<file path="config.mk">
export PLATFORM = sky130hd
export DESIGN_NAME = piefu_top
export DESIGN_NICKNAME = d
export VERILOG_FILES = /design/src/common/piefu_pkg.sv /design/src/common/piefu_cmd_if.sv /design/src/core/piefu_frame_rx.sv /design/src/core/piefu_top.sv
export VERILOG_INCLUDE_DIRS = /design/src /design/src/common
export SDC_FILE = /design/constraint.sdc
export NUM_CORES = 1
export LEC_CHECK = 0
export ABC_AREA = 1
export BUFFER_PORTS_ARGS = -buffer_cell sky130_fd_sc_hd__buf_2
export CAP_MARGIN = 10
export CORE_MARGIN = 1.5
export CORE_UTILIZATION = 60
export CTS_CLUSTER_DIAMETER = 200
export DETAILED_ROUTE_END_ITERATION = 7
export PLACE_DENSITY = 0.83
export SYNTH_ARGS = -nofsm -noshare
export SYNTH_HDL_FRONTEND = slang
export SYNTH_HIERARCHICAL = 1
export SYNTH_SLANG_ARGS = --single-unit
</file>
<file path="constraint.sdc">
create_clock -name clk_in -period 38 [get_ports clk_in]
set_input_delay 0 -clock clk_in [delete_from_list [all_inputs] [get_ports clk_in]]
set_output_delay 0 -clock clk_in [all_outputs]
set_load 0.03 [all_outputs]
</file>
<file path="src/common/piefu_cfg.svh">
// Purpose: constants of the interrupt and error flag command unit
// Assumes: included by its bare name wherever a constant is needed
// Notes: definitions only
`ifndef PIEFU_CFG_SVH
`define PIEFU_CFG_SVH

// ****************************************
// instruction codes
// ****************************************
`define PIEFU_OP_CLEAR_FLAGS 8'h24
`define PIEFU_OP_UNMASK 8'h19
`define PIEFU_OP_MASK 8'h1a
`define PIEFU_OP_VECTOR 8'h25
`define PIEFU_OP_RETURN 8'h26

// ****************************************
// type field values and status
// ****************************************
`define PIEFU_IRQ_GLOBAL 8'hff
`define PIEFU_FLAG_ALL 8'h00
`define PIEFU_FLAG_TIMEOUT 8'h01
`define PIEFU_FLAG_ALARM 8'h02
`define PIEFU_FLAG_DEVIATION 8'h03
`define PIEFU_FLAG_POSITION 8'h04
`define PIEFU_FLAG_SHUTDOWN 8'h05
`define PIEFU_STATUS_OK 8'h64

// ****************************************
// error flag bit positions
// ****************************************
`define PIEFU_NUM_FLAGS 5
`define PIEFU_BIT_TIMEOUT 0
`define PIEFU_BIT_ALARM 1
`define PIEFU_BIT_DEVIATION 2
`define PIEFU_BIT_POSITION 3
`define PIEFU_BIT_SHUTDOWN 4

// ****************************************
// frame byte positions, same for request and reply
// ****************************************
`define PIEFU_POS_ADDR 4'h0
`define PIEFU_POS_INSTR 4'h1
`define PIEFU_POS_TYPE 4'h2
`define PIEFU_POS_BANK 4'h3
`define PIEFU_POS_VAL3 4'h4
`define PIEFU_POS_VAL2 4'h5
`define PIEFU_POS_VAL1 4'h6
`define PIEFU_POS_VAL0 4'h7
`define PIEFU_POS_SUM 4'h8

// ****************************************
// default link addresses
// ****************************************
`define PIEFU_MODULE_ADDR_DEF 8'h01
`define PIEFU_HOST_ADDR_DEF 8'h02

`endif

</file>
<file path="src/common/piefu_pkg.sv">
// Purpose: shared types of the interrupt and error flag command unit
// Assumes: nothing
// Notes: constants live in piefu_cfg.svh
package piefu_pkg;

   typedef logic [7:0] piefu_byte_t;
   typedef logic [31:0] piefu_word_t;

   // one decoded command
   typedef struct packed {
      piefu_byte_t instr;
      piefu_byte_t typ;
      piefu_byte_t bank;
      piefu_word_t value;
   } piefu_cmd_s;

   // handler state of the program
   typedef enum logic [0:0] {
      CTL_RUN = 1'b0,
      CTL_HANDLER = 1'b1
   } piefu_ctl_e;

   // reply sender state
   typedef enum logic [0:0] {
      TX_IDLE = 1'b0,
      TX_SEND = 1'b1
   } piefu_tx_e;

endpackage

</file>
<file path="src/common/piefu_cmd_if.sv">
// Purpose: carries a decoded link command from receiver to core
// Assumes: one clock, valid is a one-cycle pulse
// Notes: cmd is meaningful only while valid is high
`timescale 1ns/1ps
interface piefu_cmd_if;
   import piefu_pkg::*;
   logic valid;
   piefu_cmd_s cmd;
   modport rx (output valid, output cmd);
   modport core (input valid, input cmd);
endinterface

</file>
<file path="src/core/piefu_frame_rx.sv">
// Purpose: assembles nine-byte command frames and checks them
// Assumes: bytes arrive from logic on the same clock
// Notes: a frame with bad checksum or foreign address is dropped
`timescale 1ns/1ps
`include "piefu_cfg.svh"
module piefu_frame_rx #(
   parameter logic [7:0] MODULE_ADDR = `PIEFU_MODULE_ADDR_DEF
)(
   // clock and reset
   input wire logic clk_in,
   input wire logic rst_in,
   // byte stream
   input wire piefu_pkg::piefu_byte_t rx_byte_in,
   input wire logic rx_valid_in,
   // decoded command
   piefu_cmd_if.rx cmd_port
);
   import piefu_pkg::*;

   logic [3:0] cnt_q, cnt_d;
   piefu_byte_t sum_q, sum_d;
   piefu_byte_t addr_q, addr_d;
   piefu_cmd_s cmd_q, cmd_d;
   logic valid_q, valid_d;

   // ****************************************
   // frame assembly
   // ****************************************
   // byte fields fill by position; value comes most significant first
   always_comb begin
      cnt_d = cnt_q;
      sum_d = sum_q;
      addr_d = addr_q;
      cmd_d = cmd_q;
      valid_d = 1'b0;
      if (rx_valid_in) begin
         case (cnt_q)
            `PIEFU_POS_ADDR: addr_d = rx_byte_in;
            `PIEFU_POS_INSTR: cmd_d.instr = rx_byte_in;
            `PIEFU_POS_TYPE: cmd_d.typ = rx_byte_in;
            `PIEFU_POS_BANK: cmd_d.bank = rx_byte_in;
            `PIEFU_POS_VAL3: cmd_d.value[31:24] = rx_byte_in;
            `PIEFU_POS_VAL2: cmd_d.value[23:16] = rx_byte_in;
            `PIEFU_POS_VAL1: cmd_d.value[15:8] = rx_byte_in;
            `PIEFU_POS_VAL0: cmd_d.value[7:0] = rx_byte_in;
            default: ;
         endcase
         if (cnt_q == `PIEFU_POS_SUM) begin
            valid_d = (rx_byte_in == sum_q) && (addr_q == MODULE_ADDR);
            cnt_d = `PIEFU_POS_ADDR;
            sum_d = '0;
         end else begin
            cnt_d = cnt_q + 4'h1;
            sum_d = sum_q + rx_byte_in;
         end
      end
   end

   // registers of the assembler
   always_ff @(posedge clk_in or posedge rst_in) begin
      if (rst_in) begin
         cnt_q <= `PIEFU_POS_ADDR;
         sum_q <= '0;
         addr_q <= '0;
         cmd_q <= '0;
         valid_q <= 1'b0;
      end else begin
         cnt_q <= cnt_d;
         sum_q <= sum_d;
         addr_q <= addr_d;
         cmd_q <= cmd_d;
         valid_q <= valid_d;
      end
   end

   assign cmd_port.valid = valid_q;
   assign cmd_port.cmd = cmd_q;

   chk_bad_sum_drop: assert property (
      @(posedge clk_in) disable iff (rst_in)
      (rx_valid_in && cnt_q == `PIEFU_POS_SUM && rx_byte_in != sum_q)
      |=> !valid_q)
      else $error("frame with bad checksum was accepted");

endmodule

</file>
<file path="src/core/piefu_top.sv">
// Purpose: executes flag clear, irq unmask/mask, vector and return
// Assumes: all inputs come from logic on clk_in
// Notes: link frames in direct mode, program commands in standalone
`timescale 1ns/1ps
`include "piefu_cfg.svh"
module piefu_top #(
   parameter int NUM_IRQ = 8,
   parameter int FLAG_W = 8,
   parameter logic [7:0] MODULE_ADDR = `PIEFU_MODULE_ADDR_DEF,
   parameter logic [7:0] HOST_ADDR = `PIEFU_HOST_ADDR_DEF
)(
   // clock and reset
   input wire logic clk_in,
   input wire logic rst_in,
   // host link bytes
   input wire piefu_pkg::piefu_byte_t rx_byte_in,
   input wire logic rx_valid_in,
   output piefu_pkg::piefu_byte_t tx_byte_out,
   output logic tx_valid_out,
   // mode select
   input wire logic standalone_in,
   // stored program command and its context
   input wire logic prog_valid_in,
   input wire piefu_pkg::piefu_byte_t prog_instr_in,
   input wire piefu_pkg::piefu_byte_t prog_type_in,
   input wire piefu_pkg::piefu_word_t prog_value_in,
   input wire piefu_pkg::piefu_word_t prog_acc_in,
   input wire piefu_pkg::piefu_word_t prog_x_in,
   input wire logic [FLAG_W-1:0] prog_flags_in,
   input wire piefu_pkg::piefu_word_t prog_pc_in,
   // event sources
   input wire logic [NUM_IRQ-1:0] irq_event_in,
   input wire logic [`PIEFU_NUM_FLAGS-1:0] err_event_in,
   // status
   output logic [`PIEFU_NUM_FLAGS-1:0] err_flags_out,
   output logic [NUM_IRQ-1:0] irq_enable_out,
   output logic [NUM_IRQ-1:0] irq_pending_out,
   output logic global_enable_out,
   output logic in_handler_out,
   // program flow control
   output logic jump_out,
   output piefu_pkg::piefu_word_t jump_addr_out,
   output logic restore_out,
   output piefu_pkg::piefu_word_t restore_acc_out,
   output piefu_pkg::piefu_word_t restore_x_out,
   output logic [FLAG_W-1:0] restore_flags_out,
   output piefu_pkg::piefu_word_t restore_pc_out
);
   import piefu_pkg::*;

   localparam int IRQ_W = (NUM_IRQ > 1) ? $clog2(NUM_IRQ) : 1;

   // ****************************************
   // parameter checks
   // ****************************************
   if (NUM_IRQ < 1 || NUM_IRQ > 255) begin : g_bad_irq
      $error("NUM_IRQ must lie in 1..255");
   end
   if (FLAG_W < 1) begin : g_bad_flag
      $error("FLAG_W must be at least 1");
   end

   // ****************************************
   // functions
   // ****************************************
   // true when the type byte names an existing source
   function automatic logic irq_in_range(input piefu_byte_t t);
      irq_in_range = (int'(t) < NUM_IRQ);
   endfunction

   // flag bits selected by a clear type
   function automatic logic [`PIEFU_NUM_FLAGS-1:0] flag_mask(
      input piefu_byte_t t);
      flag_mask = '0;
      case (t)
         `PIEFU_FLAG_ALL: flag_mask = '1;
         `PIEFU_FLAG_TIMEOUT: flag_mask[`PIEFU_BIT_TIMEOUT] = 1'b1;
         `PIEFU_FLAG_ALARM: flag_mask[`PIEFU_BIT_ALARM] = 1'b1;
         `PIEFU_FLAG_DEVIATION: flag_mask[`PIEFU_BIT_DEVIATION] = 1'b1;
         `PIEFU_FLAG_POSITION: flag_mask[`PIEFU_BIT_POSITION] = 1'b1;
         `PIEFU_FLAG_SHUTDOWN: flag_mask[`PIEFU_BIT_SHUTDOWN] = 1'b1;
         default: flag_mask = '0;
      endcase
   endfunction

   // lowest numbered request wins
   function automatic logic [IRQ_W-1:0] first_set(
      input logic [NUM_IRQ-1:0] v);
      first_set = '0;
      for (int i = NUM_IRQ - 1; i >= 0; i--) begin
         if (v[i]) begin
            first_set = IRQ_W'(i);
         end
      end
   endfunction

   // reply byte at a frame position
   function automatic piefu_byte_t reply_byte(input logic [3:0] pos,
      input piefu_byte_t instr);
      piefu_byte_t sum;
      sum = HOST_ADDR + MODULE_ADDR + `PIEFU_STATUS_OK + instr;
      case (pos)
         `PIEFU_POS_ADDR: reply_byte = HOST_ADDR;
         `PIEFU_POS_INSTR: reply_byte = MODULE_ADDR;
         `PIEFU_POS_TYPE: reply_byte = `PIEFU_STATUS_OK;
         `PIEFU_POS_BANK: reply_byte = instr;
         `PIEFU_POS_SUM: reply_byte = sum;
         default: reply_byte = '0;
      endcase
   endfunction

   // ****************************************
   // link receiver and command source
   // ****************************************
   piefu_cmd_if link_cmd ();

   piefu_frame_rx #(.MODULE_ADDR(MODULE_ADDR)) u_rx (
      .clk_in(clk_in),
      .rst_in(rst_in),
      .rx_byte_in(rx_byte_in),
      .rx_valid_in(rx_valid_in),
      .cmd_port(link_cmd)
   );

   logic cmd_v;
   piefu_cmd_s cmd;
   logic is_clear, is_unmask, is_mask, is_handler_entry_define, is_ret, is_ours;
   logic type_ok, type_glob;
   logic [IRQ_W-1:0] type_idx;

   // program drives in standalone, link otherwise
   always_comb begin
      if (standalone_in) begin
         cmd_v = prog_valid_in;
         cmd = '{prog_instr_in, prog_type_in, 8'h00, prog_value_in};
      end else begin
         cmd_v = link_cmd.valid;
         cmd = link_cmd.cmd;
      end
   end

   // instruction decode
   assign is_clear = cmd_v && cmd.instr == `PIEFU_OP_CLEAR_FLAGS;
   assign is_unmask = cmd_v && cmd.instr == `PIEFU_OP_UNMASK;
   assign is_mask = cmd_v && cmd.instr == `PIEFU_OP_MASK;
   assign is_handler_entry_define = cmd_v && cmd.instr == `PIEFU_OP_VECTOR;
   assign is_ret = cmd_v && cmd.instr == `PIEFU_OP_RETURN;
   assign is_ours = is_clear | is_unmask | is_mask | is_handler_entry_define | is_ret;
   assign type_ok = irq_in_range(cmd.typ);
   assign type_glob = cmd.typ == `PIEFU_IRQ_GLOBAL;
   assign type_idx = cmd.typ[IRQ_W-1:0];

   // ****************************************
   // error flags and interrupt state
   // ****************************************
   logic [`PIEFU_NUM_FLAGS-1:0] err_q, err_d;
   logic [NUM_IRQ-1:0] en_q, en_d, pend_q, pend_d, cand;
   logic glob_q, glob_d;
   piefu_word_t vec_q [NUM_IRQ];
   piefu_word_t vec_d [NUM_IRQ];
   piefu_ctl_e ctl_q, ctl_d;
   logic take;
   logic [IRQ_W-1:0] take_idx;
   logic jump_q, jump_d, rest_q, rest_d;
   piefu_word_t jaddr_q, jaddr_d;
   piefu_word_t acc_q, acc_d, x_q, x_d, pc_q, pc_d;
   logic [FLAG_W-1:0] fl_q, fl_d;

   // a source is taken only between commands and outside a handler
   assign cand = pend_q & en_q;
   assign take = glob_q && ctl_q == CTL_RUN && !cmd_v && |cand;
   assign take_idx = first_set(cand);

   // next state of flags, masks, vectors and context
   always_comb begin
      err_d = err_q;
      en_d = en_q;
      glob_d = glob_q;
      pend_d = pend_q;
      vec_d = vec_q;
      ctl_d = ctl_q;
      jump_d = 1'b0;
      jaddr_d = jaddr_q;
      rest_d = 1'b0;
      acc_d = acc_q;
      x_d = x_q;
      fl_d = fl_q;
      pc_d = pc_q;
      // clear selected flags, new events win
      if (is_clear) begin
         err_d = err_q & ~flag_mask(cmd.typ);
      end
      err_d = err_d | err_event_in;
      // unmask one source or all processing
      if (is_unmask && type_glob) begin
         glob_d = 1'b1;
      end else if (is_unmask && type_ok) begin
         en_d[type_idx] = 1'b1;
      end
      // mask one source or all processing
      if (is_mask && type_glob) begin
         glob_d = 1'b0;
      end else if (is_mask && type_ok) begin
         en_d[type_idx] = 1'b0;
      end
      if (is_handler_entry_define && type_ok) begin
         vec_d[type_idx] = cmd.value;
      end
      if (take) begin
         pend_d[take_idx] = 1'b0;
         acc_d = prog_acc_in;
         x_d = prog_x_in;
         fl_d = prog_flags_in;
         pc_d = prog_pc_in;
         jump_d = 1'b1;
         jaddr_d = vec_q[take_idx];
         ctl_d = CTL_HANDLER;
      end
      pend_d = pend_d | irq_event_in;
      // leave handler, saved context goes back
      case (ctl_q)
         CTL_HANDLER: begin
            if (is_ret) begin
               rest_d = 1'b1;
               ctl_d = CTL_RUN;
            end
         end
         default: ;
      endcase
   end

   // registers of flags, masks, vectors and context
   always_ff @(posedge clk_in or posedge rst_in) begin
      if (rst_in) begin
         err_q <= '0;
         en_q <= '0;
         glob_q <= 1'b0;
         pend_q <= '0;
         for (int i = 0; i < NUM_IRQ; i++) begin
            vec_q[i] <= '0;
         end
         ctl_q <= CTL_RUN;
         jump_q <= 1'b0;
         jaddr_q <= '0;
         rest_q <= 1'b0;
         acc_q <= '0;
         x_q <= '0;
         fl_q <= '0;
         pc_q <= '0;
      end else begin
         err_q <= err_d;
         en_q <= en_d;
         glob_q <= glob_d;
         pend_q <= pend_d;
         vec_q <= vec_d;
         ctl_q <= ctl_d;
         jump_q <= jump_d;
         jaddr_q <= jaddr_d;
         rest_q <= rest_d;
         acc_q <= acc_d;
         x_q <= x_d;
         fl_q <= fl_d;
         pc_q <= pc_d;
      end
   end

   // ****************************************
   // reply sender
   // ****************************************
   piefu_tx_e tx_q, tx_d;
   logic [3:0] tcnt_q, tcnt_d;
   piefu_byte_t echo_q, echo_d, tbyte_q, tbyte_d;
   logic tval_q, tval_d;

   // nine-byte OK reply for link commands
   always_comb begin
      tx_d = tx_q;
      tcnt_d = tcnt_q;
      echo_d = echo_q;
      tbyte_d = tbyte_q;
      tval_d = 1'b0;
      case (tx_q)
         TX_IDLE: begin
            if (is_ours && !standalone_in) begin
               tx_d = TX_SEND;
               tcnt_d = `PIEFU_POS_ADDR;
               echo_d = cmd.instr;
            end
         end
         TX_SEND: begin
            tval_d = 1'b1;
            tbyte_d = reply_byte(tcnt_q, echo_q);
            tcnt_d = tcnt_q + 4'h1;
            if (tcnt_q == `PIEFU_POS_SUM) begin
               tx_d = TX_IDLE;
            end
         end
         default: tx_d = TX_IDLE;
      endcase
   end

   // registers of the reply sender
   always_ff @(posedge clk_in or posedge rst_in) begin
      if (rst_in) begin
         tx_q <= TX_IDLE;
         tcnt_q <= `PIEFU_POS_ADDR;
         echo_q <= '0;
         tbyte_q <= '0;
         tval_q <= 1'b0;
      end else begin
         tx_q <= tx_d;
         tcnt_q <= tcnt_d;
         echo_q <= echo_d;
         tbyte_q <= tbyte_d;
         tval_q <= tval_d;
      end
   end

   // ****************************************
   // outputs
   // ****************************************
   assign tx_byte_out = tbyte_q;
   assign tx_valid_out = tval_q;
   assign err_flags_out = err_q;
   assign irq_enable_out = en_q;
   assign irq_pending_out = pend_q;
   assign global_enable_out = glob_q;
   assign in_handler_out = ctl_q;
   assign jump_out = jump_q;
   assign jump_addr_out = jaddr_q;
   assign restore_out = rest_q;
   assign restore_acc_out = acc_q;
   assign restore_x_out = x_q;
   assign restore_flags_out = fl_q;
   assign restore_pc_out = pc_q;

   // ****************************************
   // checks
   // ****************************************
   // clear all empties flags
   chk_clear_all_flags: assert property (
      @(posedge clk_in) disable iff (rst_in)
      (is_clear && cmd.typ == `PIEFU_FLAG_ALL && err_event_in == '0)
      |=> err_flags_out == '0)
      else $error("clear all left a flag set");

   // single clear hits only its flag
   chk_clear_one_flag: assert property (
      @(posedge clk_in) disable iff (rst_in)
      (is_clear && cmd.typ == `PIEFU_FLAG_TIMEOUT && err_event_in == '0)
      |=> !err_flags_out[`PIEFU_BIT_TIMEOUT] &&
          err_flags_out[`PIEFU_NUM_FLAGS-1:1] ==
          $past(err_q[`PIEFU_NUM_FLAGS-1:1]))
      else $error("timeout clear acted on the wrong flags");

   chk_unmask_source: assert property (
      @(posedge clk_in) disable iff (rst_in)
      (is_unmask && type_ok) |=> irq_enable_out[$past(type_idx)])
      else $error("unmask did not enable the source");

   chk_global_on: assert property (
      @(posedge clk_in) disable iff (rst_in)
      (is_unmask && type_glob) |=> global_enable_out &&
         $stable(irq_enable_out))
      else $error("global unmask misbehaved");

   chk_mask_source: assert property (
      @(posedge clk_in) disable iff (rst_in)
      (is_mask && type_ok) |=> !irq_enable_out[$past(type_idx)])
      else $error("mask did not disable the source");

   chk_global_off: assert property (
      @(posedge clk_in) disable iff (rst_in)
      (is_mask && type_glob) |=> !global_enable_out ##1 !jump_out)
      else $error("global mask did not stop processing");

   chk_vector_store: assert property (
      @(posedge clk_in) disable iff (rst_in)
      (is_handler_entry_define && type_ok) |=> vec_q[$past(type_idx)] == $past(cmd.value))
      else $error("handler entry not stored");

   // jump goes to stored entry with context saved
   chk_take_jump: assert property (
      @(posedge clk_in) disable iff (rst_in)
      take |=> jump_out && in_handler_out &&
         jump_addr_out == $past(vec_q[take_idx]) &&
         restore_pc_out == $past(prog_pc_in))
      else $error("interrupt entry wrong");

   chk_return_restore: assert property (
      @(posedge clk_in) disable iff (rst_in)
      (is_ret && ctl_q == CTL_HANDLER) |=> restore_out &&
         !in_handler_out && $stable(restore_pc_out))
      else $error("return did not restore context");

   // reply carries status OK and echo
   chk_reply_status: assert property (
      @(posedge clk_in) disable iff (rst_in)
      (tx_q == TX_IDLE && is_ours && !standalone_in)
      |=> ##1 tx_valid_out ##2 tx_byte_out == `PIEFU_STATUS_OK
      ##1 tx_byte_out == $past(cmd.instr, 5))
      else $error("reply status or echo wrong");

endmodule

</file>
# After elaboration in Yosys (flattened, before gate mapping)
# Cells that the tools add are included.
[word_totals]
ff_bits = 516
latchBits = 0
ramBits = 0
romBits = 0
input_bits = 178
output_inout_bits = 170
elab_cells = 186
mem_count = 0
[op_classes]
addsub = 4
mul = 0
div_mod_pow = 0
order_cmp = 8
eq_ne = 26
n_shift = 0
n_mux = 55
n_bitwise = 18
n_reduce_logical = 39
[op_table]
columns = ["op", "count"]
rows = [
  ["$bwmux 256", 1],
  ["$bmux 32 s3", 1],
  ["$demux 32 s3", 1],
  ["$mux 32", 3],
  ["$mux 56", 1],
  ["$mux 8", 6],
  ["$pmux 8 s5", 1],
  ["$mux 1", 26],
  ["$and 8x8->8", 3],
  ["$eq 8x6->1 const B", 3],
  ["$mux 3", 8],
  ["$logic_and 1x1->1", 18],
  ["$reduce_and 2->1", 9],
  ["$eq 4x2->1 const B", 4],
  ["$eq 4x3->1 const B", 4],
  ["$eq 8x1->1 const B", 2],
  ["$eq 8x2->1 const B", 2],
  ["$eq 8x3->1 const B", 2],
  ["$eq 8x5->1 const B", 2],
  ["$not 8->8", 2],
  ["$or 8x8->8", 2],
  ["$reduce_or 2->1", 5],
  ["$add 4x1->4 const B", 2],
  ["$add 7x8->8 const A", 1],
  ["27 further kinds", 41],
]

# Depth between registers and ports, before layout
# Gate-level depths: netlist (run 1).
[logic_depth]
word_depth = 17
mapped_depth = 15
depth_no_buf = 14

# By module
# Netlist (run 1), hierarchy kept.
[by_module_without_submodules]
columns = ["mod", "instances", "cells_per_inst", "area_per_inst_um2", "seq_area_each_um2"]
rows = [
  ["piefu_top", 1, 2376, 19787.7, 10985.5],
  ["piefu_frame_rx", 1, 343, 3342.0, 1926.8],
]

# Worst setup path after synthesis (run 1)
# Ideal clock, no wire load.
[synth_path]
kind = "reg-to-reg"
startpoint = "register pend_q[0] (netlist: irq_pending_out[0])"
endpoint = "register pend_q[6] (netlist: irq_pending_out[6])"
setup_ns = 0.127
arrival_time_ns = 1.909
required_time_ns = 37.873
slack_ns = 35.965
path_stages_with_launch = 9
n_path_buf = 2
synth_period_minus_slack_ns = 2.035
cell_sequence = "dfrtp_1 > nand2_1 > nand2_1 > nor2_2 > buf_2 > buf_1 > nand2_1 > o31ai_1 > nand2_1"
[synth_via]
elab_chain_len = 10
elab_cells_between_ends = 13
cone_classes = "2 x order compare; 4 x mux; 4 x bitwise; 3 x reduce/logical"
[synth_lines]
columns = ["element", "line", "text"]
rows = [
  ["start, declared", "piefu_top.sv:157", "logic [NUM_IRQ-1:0] en_q, en_d, pend_q, pend_d, cand;"],
  ["start signal, assigned", "piefu_top.sv:254", "pend_q <= pend_d;"],
  ["$and 8x8->8 (*)", "piefu_top.sv:170", "assign cand = pend_q & en_q;"],
  ["$mux 3", "piefu_top.sv:91", "if (v[i]) begin"],
  ["$lt 3x4->1 (implied by the code) or $ge 3x1->1 (tied branches)", "piefu_top.sv:210", "pend_d[take_idx] = 1'b0;"],
  ["$logic_and 1x1->1 (implied by the code)", "piefu_top.sv:210", ""],
  ["$mux 1 (implied by the code)", "piefu_top.sv:210", ""],
  ["$demux 1 s3", "piefu_top.sv:210", ""],
  ["$not 8->8 (no line)", "n/a", ""],
  ["$and 8x8->8 (no line)", "n/a", ""],
  ["$mux 8 (*)", "piefu_top.sv:209", "if (take) begin"],
  ["$or 8x8->8 (*)", "piefu_top.sv:219", "pend_d = pend_d | irq_event_in;"],
  ["named net pend_d[6]", "piefu_top.sv:157", ""],
]
# The timed path passes the listed nets; every way through them passes the cells marked *.
# A chain may end at the register's enable or synchronous reset.

# Worst setup path in the final report (run 1)
[layout_path]
startpoint = "register pend_q[0] (netlist: irq_pending_out[0])"
endpoint = "register jaddr_q[23] (netlist: jump_addr_out[23])"
[layout_via]
elab_chain_len = 6
elab_cells_between_ends = 8
cone_classes = "4 x mux; 2 x bitwise; 2 x reduce/logical"
[layout_lines]
columns = ["element", "line", "text"]
rows = [
  ["$and 8x8->8 (*)", "piefu_top.sv:170", ""],
  ["$mux 3", "piefu_top.sv:91", ""],
  ["$not 3->4 (implied by the code)", "piefu_top.sv:216", "jaddr_d = vec_q[take_idx];"],
  ["$bmux 32 s3", "piefu_top.sv:216", ""],
  ["$mux 32 (implied by the code) (2 in a row)", "piefu_top.sv:216", ""],
  ["end signal, assigned", "piefu_top.sv:258", "jaddr_q <= jaddr_d;"],
  ["end, declared", "piefu_top.sv:165", "piefu_word_t jaddr_q, jaddr_d;"],
]
# Mark *: on every way between the ends. The rest lies on a longest branch, timed or not. The select of a mux whose other input is x is not followed.

==> results of run 1 <==
## area by class of cell
type                            instances  area, µm²  share of cell area
Multi-Input combinational cell       1873       8815              0.3145
Antenna cell                            1      2.502          0.00008928
Tap cell                              511      639.4             0.02281
Sequential cell                       508      12710              0.4536
Clock buffer                           77       1536             0.05482
Timing Repair Buffer                  522       3436              0.1226
Inverter                              169      646.9             0.02308
Clock inverter                         16      240.2            0.008571
## worst register-to-register path, cell delays in order (launching register included)
cell and delay [ns]:
sky130_fd_sc_hd__dfrtp_1 0.40, sky130_fd_sc_hd__nand2_1 0.08, sky130_fd_sc_hd__buf_4 0.46, sky130_fd_sc_hd__nand2_1 0.21, sky130_fd_sc_hd__nor2_4 0.14, sky130_fd_sc_hd__buf_4 0.74, sky130_fd_sc_hd__nand2_1 0.24, sky130_fd_sc_hd__nand2_4 0.33
sky130_fd_sc_hd__inv_4 0.38, sky130_fd_sc_hd__buf_4 0.55, sky130_fd_sc_hd__or2_2 0.43, sky130_fd_sc_hd__nand2_1 0.07, sky130_fd_sc_hd__inv_1 0.03
## report_power, final
part | total [W] | leakage (nW) | internal [W] | switching (W)
sequential | 0.000611 | 6.90 | 0.000582 | 0.0000287
clock | 0.000532 | 0.875 | 0.000319 | 0.000213
combinational | 0.000206 | 6.94 | 0.0000712 | 0.000135
## metal layers
metal  vias to the layer above  share of wire
li1                       9574              -
met1                     10100           0.38
met2                      1166           0.46
met3                       208           0.11
met4                         0          0.051
met5                         -              0
## registers in the layout, indices dropped and copies added, names as in the netlist, 4 cells and up
signal	flops
echo_q	8
err_flags_out	5
irq_enable_out	8
irq_pending_out	8
jump_addr_out	32
restore_acc_out	32
restore_flags_out	8
restore_pc_out	32
restore_x_out	32
tcnt_q	4
tx_byte_out	8
u_rx/addr_q	8
u_rx/cmd_port.cmd	48
u_rx/cnt_q	4
u_rx/sum_q	8
vec_q	256
## worst paths after layout
path,start,to,slack [ns],depth (start not counted)
setup / recovery,irq_pending_out[0],jump_addr_out[23],33.84,12
hold / removal,prog_value_in[21],vec_q[213],0.03,3
setup reg to reg,irq_pending_out[0],jump_addr_out[23],33.84,12
hold reg to reg,echo_q[6],echo_q[6],0.47,2
max in group asynchronous,rst_in,vec_q[137],35.21,5
min in group asynchronous,rst_in,vec_q[25],0.18,3
## through the flow
stage	setup slack, ns	hold slack [ns]	cell area [µm²]	total power (W)
4_1_cts	33.92	0.009480	28030	0.001348
2_1_floorplan	25.77	0.09838	22840	0.0007453
3_3_place_gp	34.02	0.1829	24710	0.0007959
3_5_place_dp	33.96	0.1871	24710	0.0008062
6_report	33.84	0.03058	28030	0.001349
5_1_grt	33.61	0.04197	28030	0.001402
## cells in the final DEF, fill, tap and decap left out, drive strengths merged, types with 21 or more instances in the layout
cell and n:
a21oi 67, buf 368, clkbuf 77, dfrtp 508, dlygate4sd3 154, inv 168, mux2i 33, nand2 1045
nand3 240, nor2 47, o21ai 351, or2 21
## timing repair
action,CTS,global route
hold buffers,154,0
endpoints found under the hold margin,515,0
gates resized for setup,0,0
==> metrics list, run 1 <==
- The number of hold-slack violations in the final timing report came to 0.
- The final layout contains routed wiring with a total length of around 71000 µm.
- Clock Pin Slew Worst Setup and Hold Paths: approximately 0.070 ns
* Cell area power density: between 40 and 50 nW/µm²
- Area Growth Syn to Fin: 22.69%
- In the final design database the tool counted between 3000 and 4000 nets.
- Maximum cell stage delay along the critical path: 0.74 ns
- The number of global-route vias before repair came to about 20000.
- The congestion estimate from routability-driven global placement came to 0.8866.
* Met2 global-route usage: 0.5563
- CP Max Fanout: 88
- Count of non-filler cells in the finished layout: roughly 3700
- The first global-routing pass estimated between 100000 and 150000 µm of wire.
* Critical Path, Cell by Cell: nand2_1 > buf_4 > nand2_1 > nor2_4 > buf_4 > nand2_1 > nand2_4 > inv_4 > buf_4 > or2_2 > nand2_1 > inv_1
- DP Wirelength: 41330 µm
* CP dominant cell by count: sky130_fd_sc_hd__nand2_1
- Post-synth design cell area: 22840 µm²
- For this design, the sink count on the clock tree is around 500.
- The layer flagged by global routing as most heavily used is met2.
* Outcome: finished, final reports clean
* Maximum number of pins on one net before global-route repair: about 140
- Pin slew with the least headroom to its limit: 1.223 ns
- In this run the remaining antenna-violating nets after routing total 0.
* Total instance count after detailed placement: between 3000 and 4000
- WL per Instance: 19.22 µm
* DRC viols: 0
* Die area: a little under 40000 µm²
- DRT iter0 DRCs: between 2000 and 2500
- The count of final max-slew check failures is 0.
- Clock skew after layout: between 0.02 and 0.025 ns
- Category of the most critical setup path: reg -> reg
- The analysis attributes to cell leakage a power of about 15 nW.
* Worst IR drop on VDD: about 0.000045 V
- Library cell contributing the largest single delay on the critical path: sky130_fd_sc_hd__buf_4
- Setup violations remaining at the end of the flow were counted as 0.
- The kind of cell with the highest combined delay along the critical path is buffers and inverters.
* H-Tree Depth: 2
* Average cell area after synthesis: roughly 8.5 µm²
* Worst-skew pair later-pin latency: roughly 0.6 ns
- Adding up every negative setup slack in the final design gives 0 ns.
- Placement row count: 71
- Number of warnings reported in the yosys synthesis log: 6
* Number of buffers inserted to repair setup after CTS: 0
- Number of inserted filler cells in the final layout: ~2600
* Top-level I/O count: approximately 350
- For met1 alone, demand over resource in global routing was 0.4753.
- Syn nets: 2888
- Number of standard cells after synthesis: ~2700
* Num CTS Buffers: 50
- Count of vias placed by the detailed router: about 21000
- At the worst endpoint, the required time is about 38 ns.
- Placeable core region: ~38000 µm²
- Of the cells placed in the final design, the portion with a size suffix greater than 1 is 0.1694.
- Global route total overflow: 0
- Max-cap violations in this run came to 0.
- In the global route stage, met3 resource usage came out at 0.09590.
- Number of antenna violations at the first check in global routing: 1
- Total GRT Usage: 0.3634
- Starting utilization of the core area: 0.6079
- Final Cycle Share: 0.1094
- Buffers placed on the I/O ports in this run total between 300 and 400.
- STA puts the critical path data arrival time at around 4.6 ns.
- TritonCTS clock tree: yes
- The first detailed-routing pass took 5 iterations.
- Max Fclk: about 240 MHz
- Using the TritonRoute via totals, the vias-per-cell ratio works out to around 5.7.
- Measured on the finished design, the core utilization comes to 0.7459.
* Critical Path Start Type: flop
- Die Y-Extent: 198.1 µm
- Die Wd: 198.1 µm
* Critical path endpoint category: flop
- Worst slew slack as a fraction of its limit: 0.1819
- Setup repair after global routing left no endpoint under its margin.
* Clock buffer depth: 3
* Clock root buffer: sky130_fd_sc_hd__clkbuf_16
- Crit path time final: just over 4 ns
- Buffers plus inverters on the worst setup path: 5
- The worst hold path belongs to the class in -> reg.
(Power assumes the default switching activity.)
==> run 2, diff against run 1 <==
--- a/config.mk
+++ b/config.mk
@@ -10,10 +10,10 @@
 export BUFFER_PORTS_ARGS = -buffer_cell sky130_fd_sc_hd__buf_2
 export CAP_MARGIN = 10
 export CORE_MARGIN = 1.5
-export CORE_UTILIZATION = 60
+export CORE_UTILIZATION = 57
 export CTS_CLUSTER_DIAMETER = 200
 export DETAILED_ROUTE_END_ITERATION = 7
-export PLACE_DENSITY = 0.83
+export PLACE_DENSITY = 0.8
 export SYNTH_ARGS = -nofsm -noshare
 export SYNTH_HDL_FRONTEND = slang
 export SYNTH_HIERARCHICAL = 1
==> constraint.sdc (replaced) <==
create_clock -name clk_in -period 4.1 [get_ports clk_in]
set_input_delay 0 -clock clk_in [delete_from_list [all_inputs] [get_ports clk_in]]
set_output_delay 0 -clock clk_in [all_outputs]
set_load 0.03 [all_outputs]
==> run 2 against run 1 <==
  * Total power rose to 9.0 times the previous value
  * First-iteration DRC count up 20%
  * Cell count increased by 0.38%
  * Worst setup slack worse by 33 ns
  * Hold slack worse by 0.016 ns
  * Non-clock buffer count is 3 higher
  * Clock-buffer cell count is 2 higher
  * Clock skew decreased by 0.0070 ns
  * Clock power rose to 8.5 times the previous value
  * Wire length down 0.73%
  * Core utilization shrank 4.1 points
  * Largest cell class unchanged
==> metrics list, run 2 (same netlist as run 1, synthesis figures left out) <==
- The count of final max-slew check failures was 0 (unchanged).
- Final Cycle Share: 0.7886 (was 0.1094)
- Critical Path Start Type: flop (unchanged)
* # nets final: 3323 (was 3319)
* Crit path time final: 3.233 ns (was 4.159 ns)
- Top-level I/O count: 348 (unchanged)
- The number of maximum-capacitance violations was 0 (unchanged).
- Placed Area: 24800 µm² (was 24710 µm²)
* Average vias per placed instance: 5.655 (was 5.725)
- The worst relative slew slack came to 0.1713 (was 0.1819).
- Number of port buffers: 347 (unchanged)
- Number of antenna violations at the first check in global routing: 1 (unchanged)
- The share of final-layout standard cells stronger than drive strength 1 came to 0.1680 (was 0.1694).
- The cell chosen for the clock root is sky130_fd_sc_hd__clkbuf_16 (unchanged).
* Total GRT Usage: 0.3389 (was 0.3634)
* DRT iter0 DRCs: 2482 (was 2071)
* Global route total overflow: 0 (unchanged)
- Worst-skew pair later-pin latency: 0.59 ns (was 0.60 ns)
- WL per Instance: 19.01 µm (was 19.22 µm)
- Worst reg2reg startpoint: irq_enable_out[4] (was irq_pending_out[0])
* Minimum setup slack among reg-to-reg paths: 0.87 ns (was 33.84 ns)
- The worst vdd rail ir drop is 0.0003896 V (was 0.00004502 V).
* Die Y-Extent: 203.2 µm (was 198.1 µm)
- Worst setup path startpoint: irq_enable_out[4] (was irq_pending_out[0])
* RSZ-0062 raised after global routing: no (unchanged)
- Final hold viol count: 0 (unchanged)
* Met2 global-route usage: 0.5477 (was 0.5563)
- GRT Max-Usage Layer: met2 (unchanged)
- Required @ worst endpoint: 4.62 ns (was 38.48 ns)
- Count of non-filler cells in the finished layout: 3691 (was 3677)
- The core area was 39640 µm² (was 37580 µm²).
* Starting utilization of the core area: 0.5763 (was 0.6079)
- The logic depth of the worst register-to-register path came to 9 (was 12).
- CP Max Fanout: 82 (was 88)
- Global routing met3 resource utilization: 0.06919 (was 0.09590)
* Met1 capacity usage during global routing: 0.4486 (was 0.4753)
- The total CTS buffers came to 51 (was 50).
- The highest clock rate is 309.3 MHz (was 240.4 MHz).
- The overall die width came to 203.2 µm (was 198.1 µm).
- The transition at the pin with the smallest max-transition slack was 1.209 ns (was 1.223 ns).
- Final standard cell area without fillers: 27940 µm² (was 28030 µm²)
- Maximum number of pins on one net before global-route repair: 143 (was 137)
* Cell area power density: 434.1 nW/µm² (was 48.14 nW/µm²)
- The maximum level of the CTS H-tree came to 2 (unchanged).
- The clock transition at the registers of the reported paths is 0.06 ns (was 0.07 ns).
- DRC viols: 0 (unchanged)
- The TritonCTS clock tree is yes (unchanged).
* First-pass DRT Iterations: 6 (was 5)
* Critical path endpoint category: flop (unchanged)
- The first-pass GRT wire length is 109900 µm (was 110700 µm).
- The layout overhead on the synthesized area came to 22.32% (was 22.69%).
* Clock buffer depth: 3 (unchanged)
* Vias in the first global route: 19940 (was 20220)
- Category of the most critical setup path: reg -> reg (unchanged)
- The total wire length after detailed routing came to 70160 µm (was 70680 µm).
* Antenna diode count: 0 (was 1)
- The register ranked first by flip-flop count is vec_q (unchanged).
- The post-CTS setup buffer count was 0 (unchanged).
- Post-DRT Antenna Nets: 0 (unchanged)
* Final RePlAce weighted congestion: 0.8836 (was 0.8866)
- Number of flip-flops under the largest register name: 256 (unchanged)
* Total leakage power: 14.65 nW (was 14.71 nW)
- Slack of the critical path: 0.8668 ns (was 33.84 ns)
* Arrival time of data at the critical path endpoint: 3.75 ns (was 4.64 ns)
- The final setup skew came to 0.01387 ns (was 0.02092 ns).
- DP Wirelength: 42140 µm (was 41330 µm)
* Outcome: finished, final reports clean (unchanged)
* Placement row count: 73 (was 71)
- Die area: 41290 µm² (was 39250 µm²)
* TritonCTS sink count: 508 (unchanged)
- Total instance count after detailed placement: 3447 (was 3429)
- The most frequent standard cell in the layout excluding fill and tap cells is sky130_fd_sc_hd__nand2_1 (unchanged).
- Most frequent cells in the layout: sky130_fd_sc_hd__nand2_1 (1033), sky130_fd_sc_hd__dfrtp_1 (508), sky130_fd_sc_hd__buf_2 (347) (unchanged).
- Setup Slack @ Placement: 0.9985 ns (was 33.96 ns)
- The classification of the worst-slack hold path was in -> async (was in -> reg).
- The number of vias after detailed routing came to 20870 (was 21050).
* End of the worst register-to-register path: restore_acc_out[19] (was jump_addr_out[23])
* Final setup vio count: 0 (unchanged)
* Final Core Density: 0.7049 (was 0.7459)
- Worst hold slack after final layout: 0.01438 ns (was 0.03058 ns)
run 2: changes by cell type in the layout (fill, tap and decap cells not counted), moves of 2 or more:
cell,delta
sky130_fd_sc_hd__clkbuf_16,-2
sky130_fd_sc_hd__bufinv_16,-4
sky130_fd_sc_hd__dlygate4sd3_1,-2
sky130_fd_sc_hd__clkbuf_8,-2
sky130_fd_sc_hd__clkbuf_1,+6
sky130_fd_sc_hd__buf_12,+5
run 2: worst max path at each step:
stage / endpoint
floorplan: echo_q[0]
global placement: restore_x_out[2]
detailed placement: restore_x_out[22]
CTS: restore_pc_out[10]
global route: restore_acc_out[19]
finish: restore_acc_out[19]
run 2: critical path, stage by stage (launching register included):
cell and delay, ns:
sky130_fd_sc_hd__dfrtp_1 0.40, sky130_fd_sc_hd__nand2_1 0.09, sky130_fd_sc_hd__nand2_1 0.50, sky130_fd_sc_hd__nor2_1 0.27
sky130_fd_sc_hd__nand2_1 0.12, sky130_fd_sc_hd__nand2_4 0.08, sky130_fd_sc_hd__buf_4 0.47, sky130_fd_sc_hd__buf_4 0.74
sky130_fd_sc_hd__nand2_1 0.22, sky130_fd_sc_hd__nand2_1 0.15
run 2: repair_timing:
| action | CTS | global route |
|---|---|---|
| hold buffers | 152 | 0 |
| gates resized for setup | 0 | 0 |
| endpoints found under the hold margin | 345 | 0 |
| endpoints found under the setup margin | 0 | 0 |
run 2: per-layer routing:
metal  vias to the layer above  part of all wire  wire [µm]
met5                         -           0.00019         13
met4                         2             0.042       2974
met3                       198             0.091       6368
met2                      1009              0.47      32740
met1                     10100              0.40      28060
li1                       9562                 -          -
run 2: metrics by stage:
step / setup TNS [ns] / power (W)
finish: 0 / 0.01213
global route: 0 / 0.01262
CTS: 0 / 0.01213
detailed placement: 0 / 0.007495
global placement: 0 / 0.007400
floorplan: -803.92 / 0.006910
run 2: layout make-up:
class                   count  area (µm²)
inverters                 169       643.1
clock inverters            12       120.1
well taps                 525       656.9
repair buffers            525        3516
fillers                  2955       11700
multi-input cells        1873        8815
flip-flops and latches    508       12710
clock buffers              79        1481
run 2: power by group:
| part | internal [W] | switching [W] |
|---|---|---|
| combinational | 0.000654 | 0.00127 |
| clock | 0.00260 | 0.00193 |
| sequential | 0.00540 | 0.000275 |
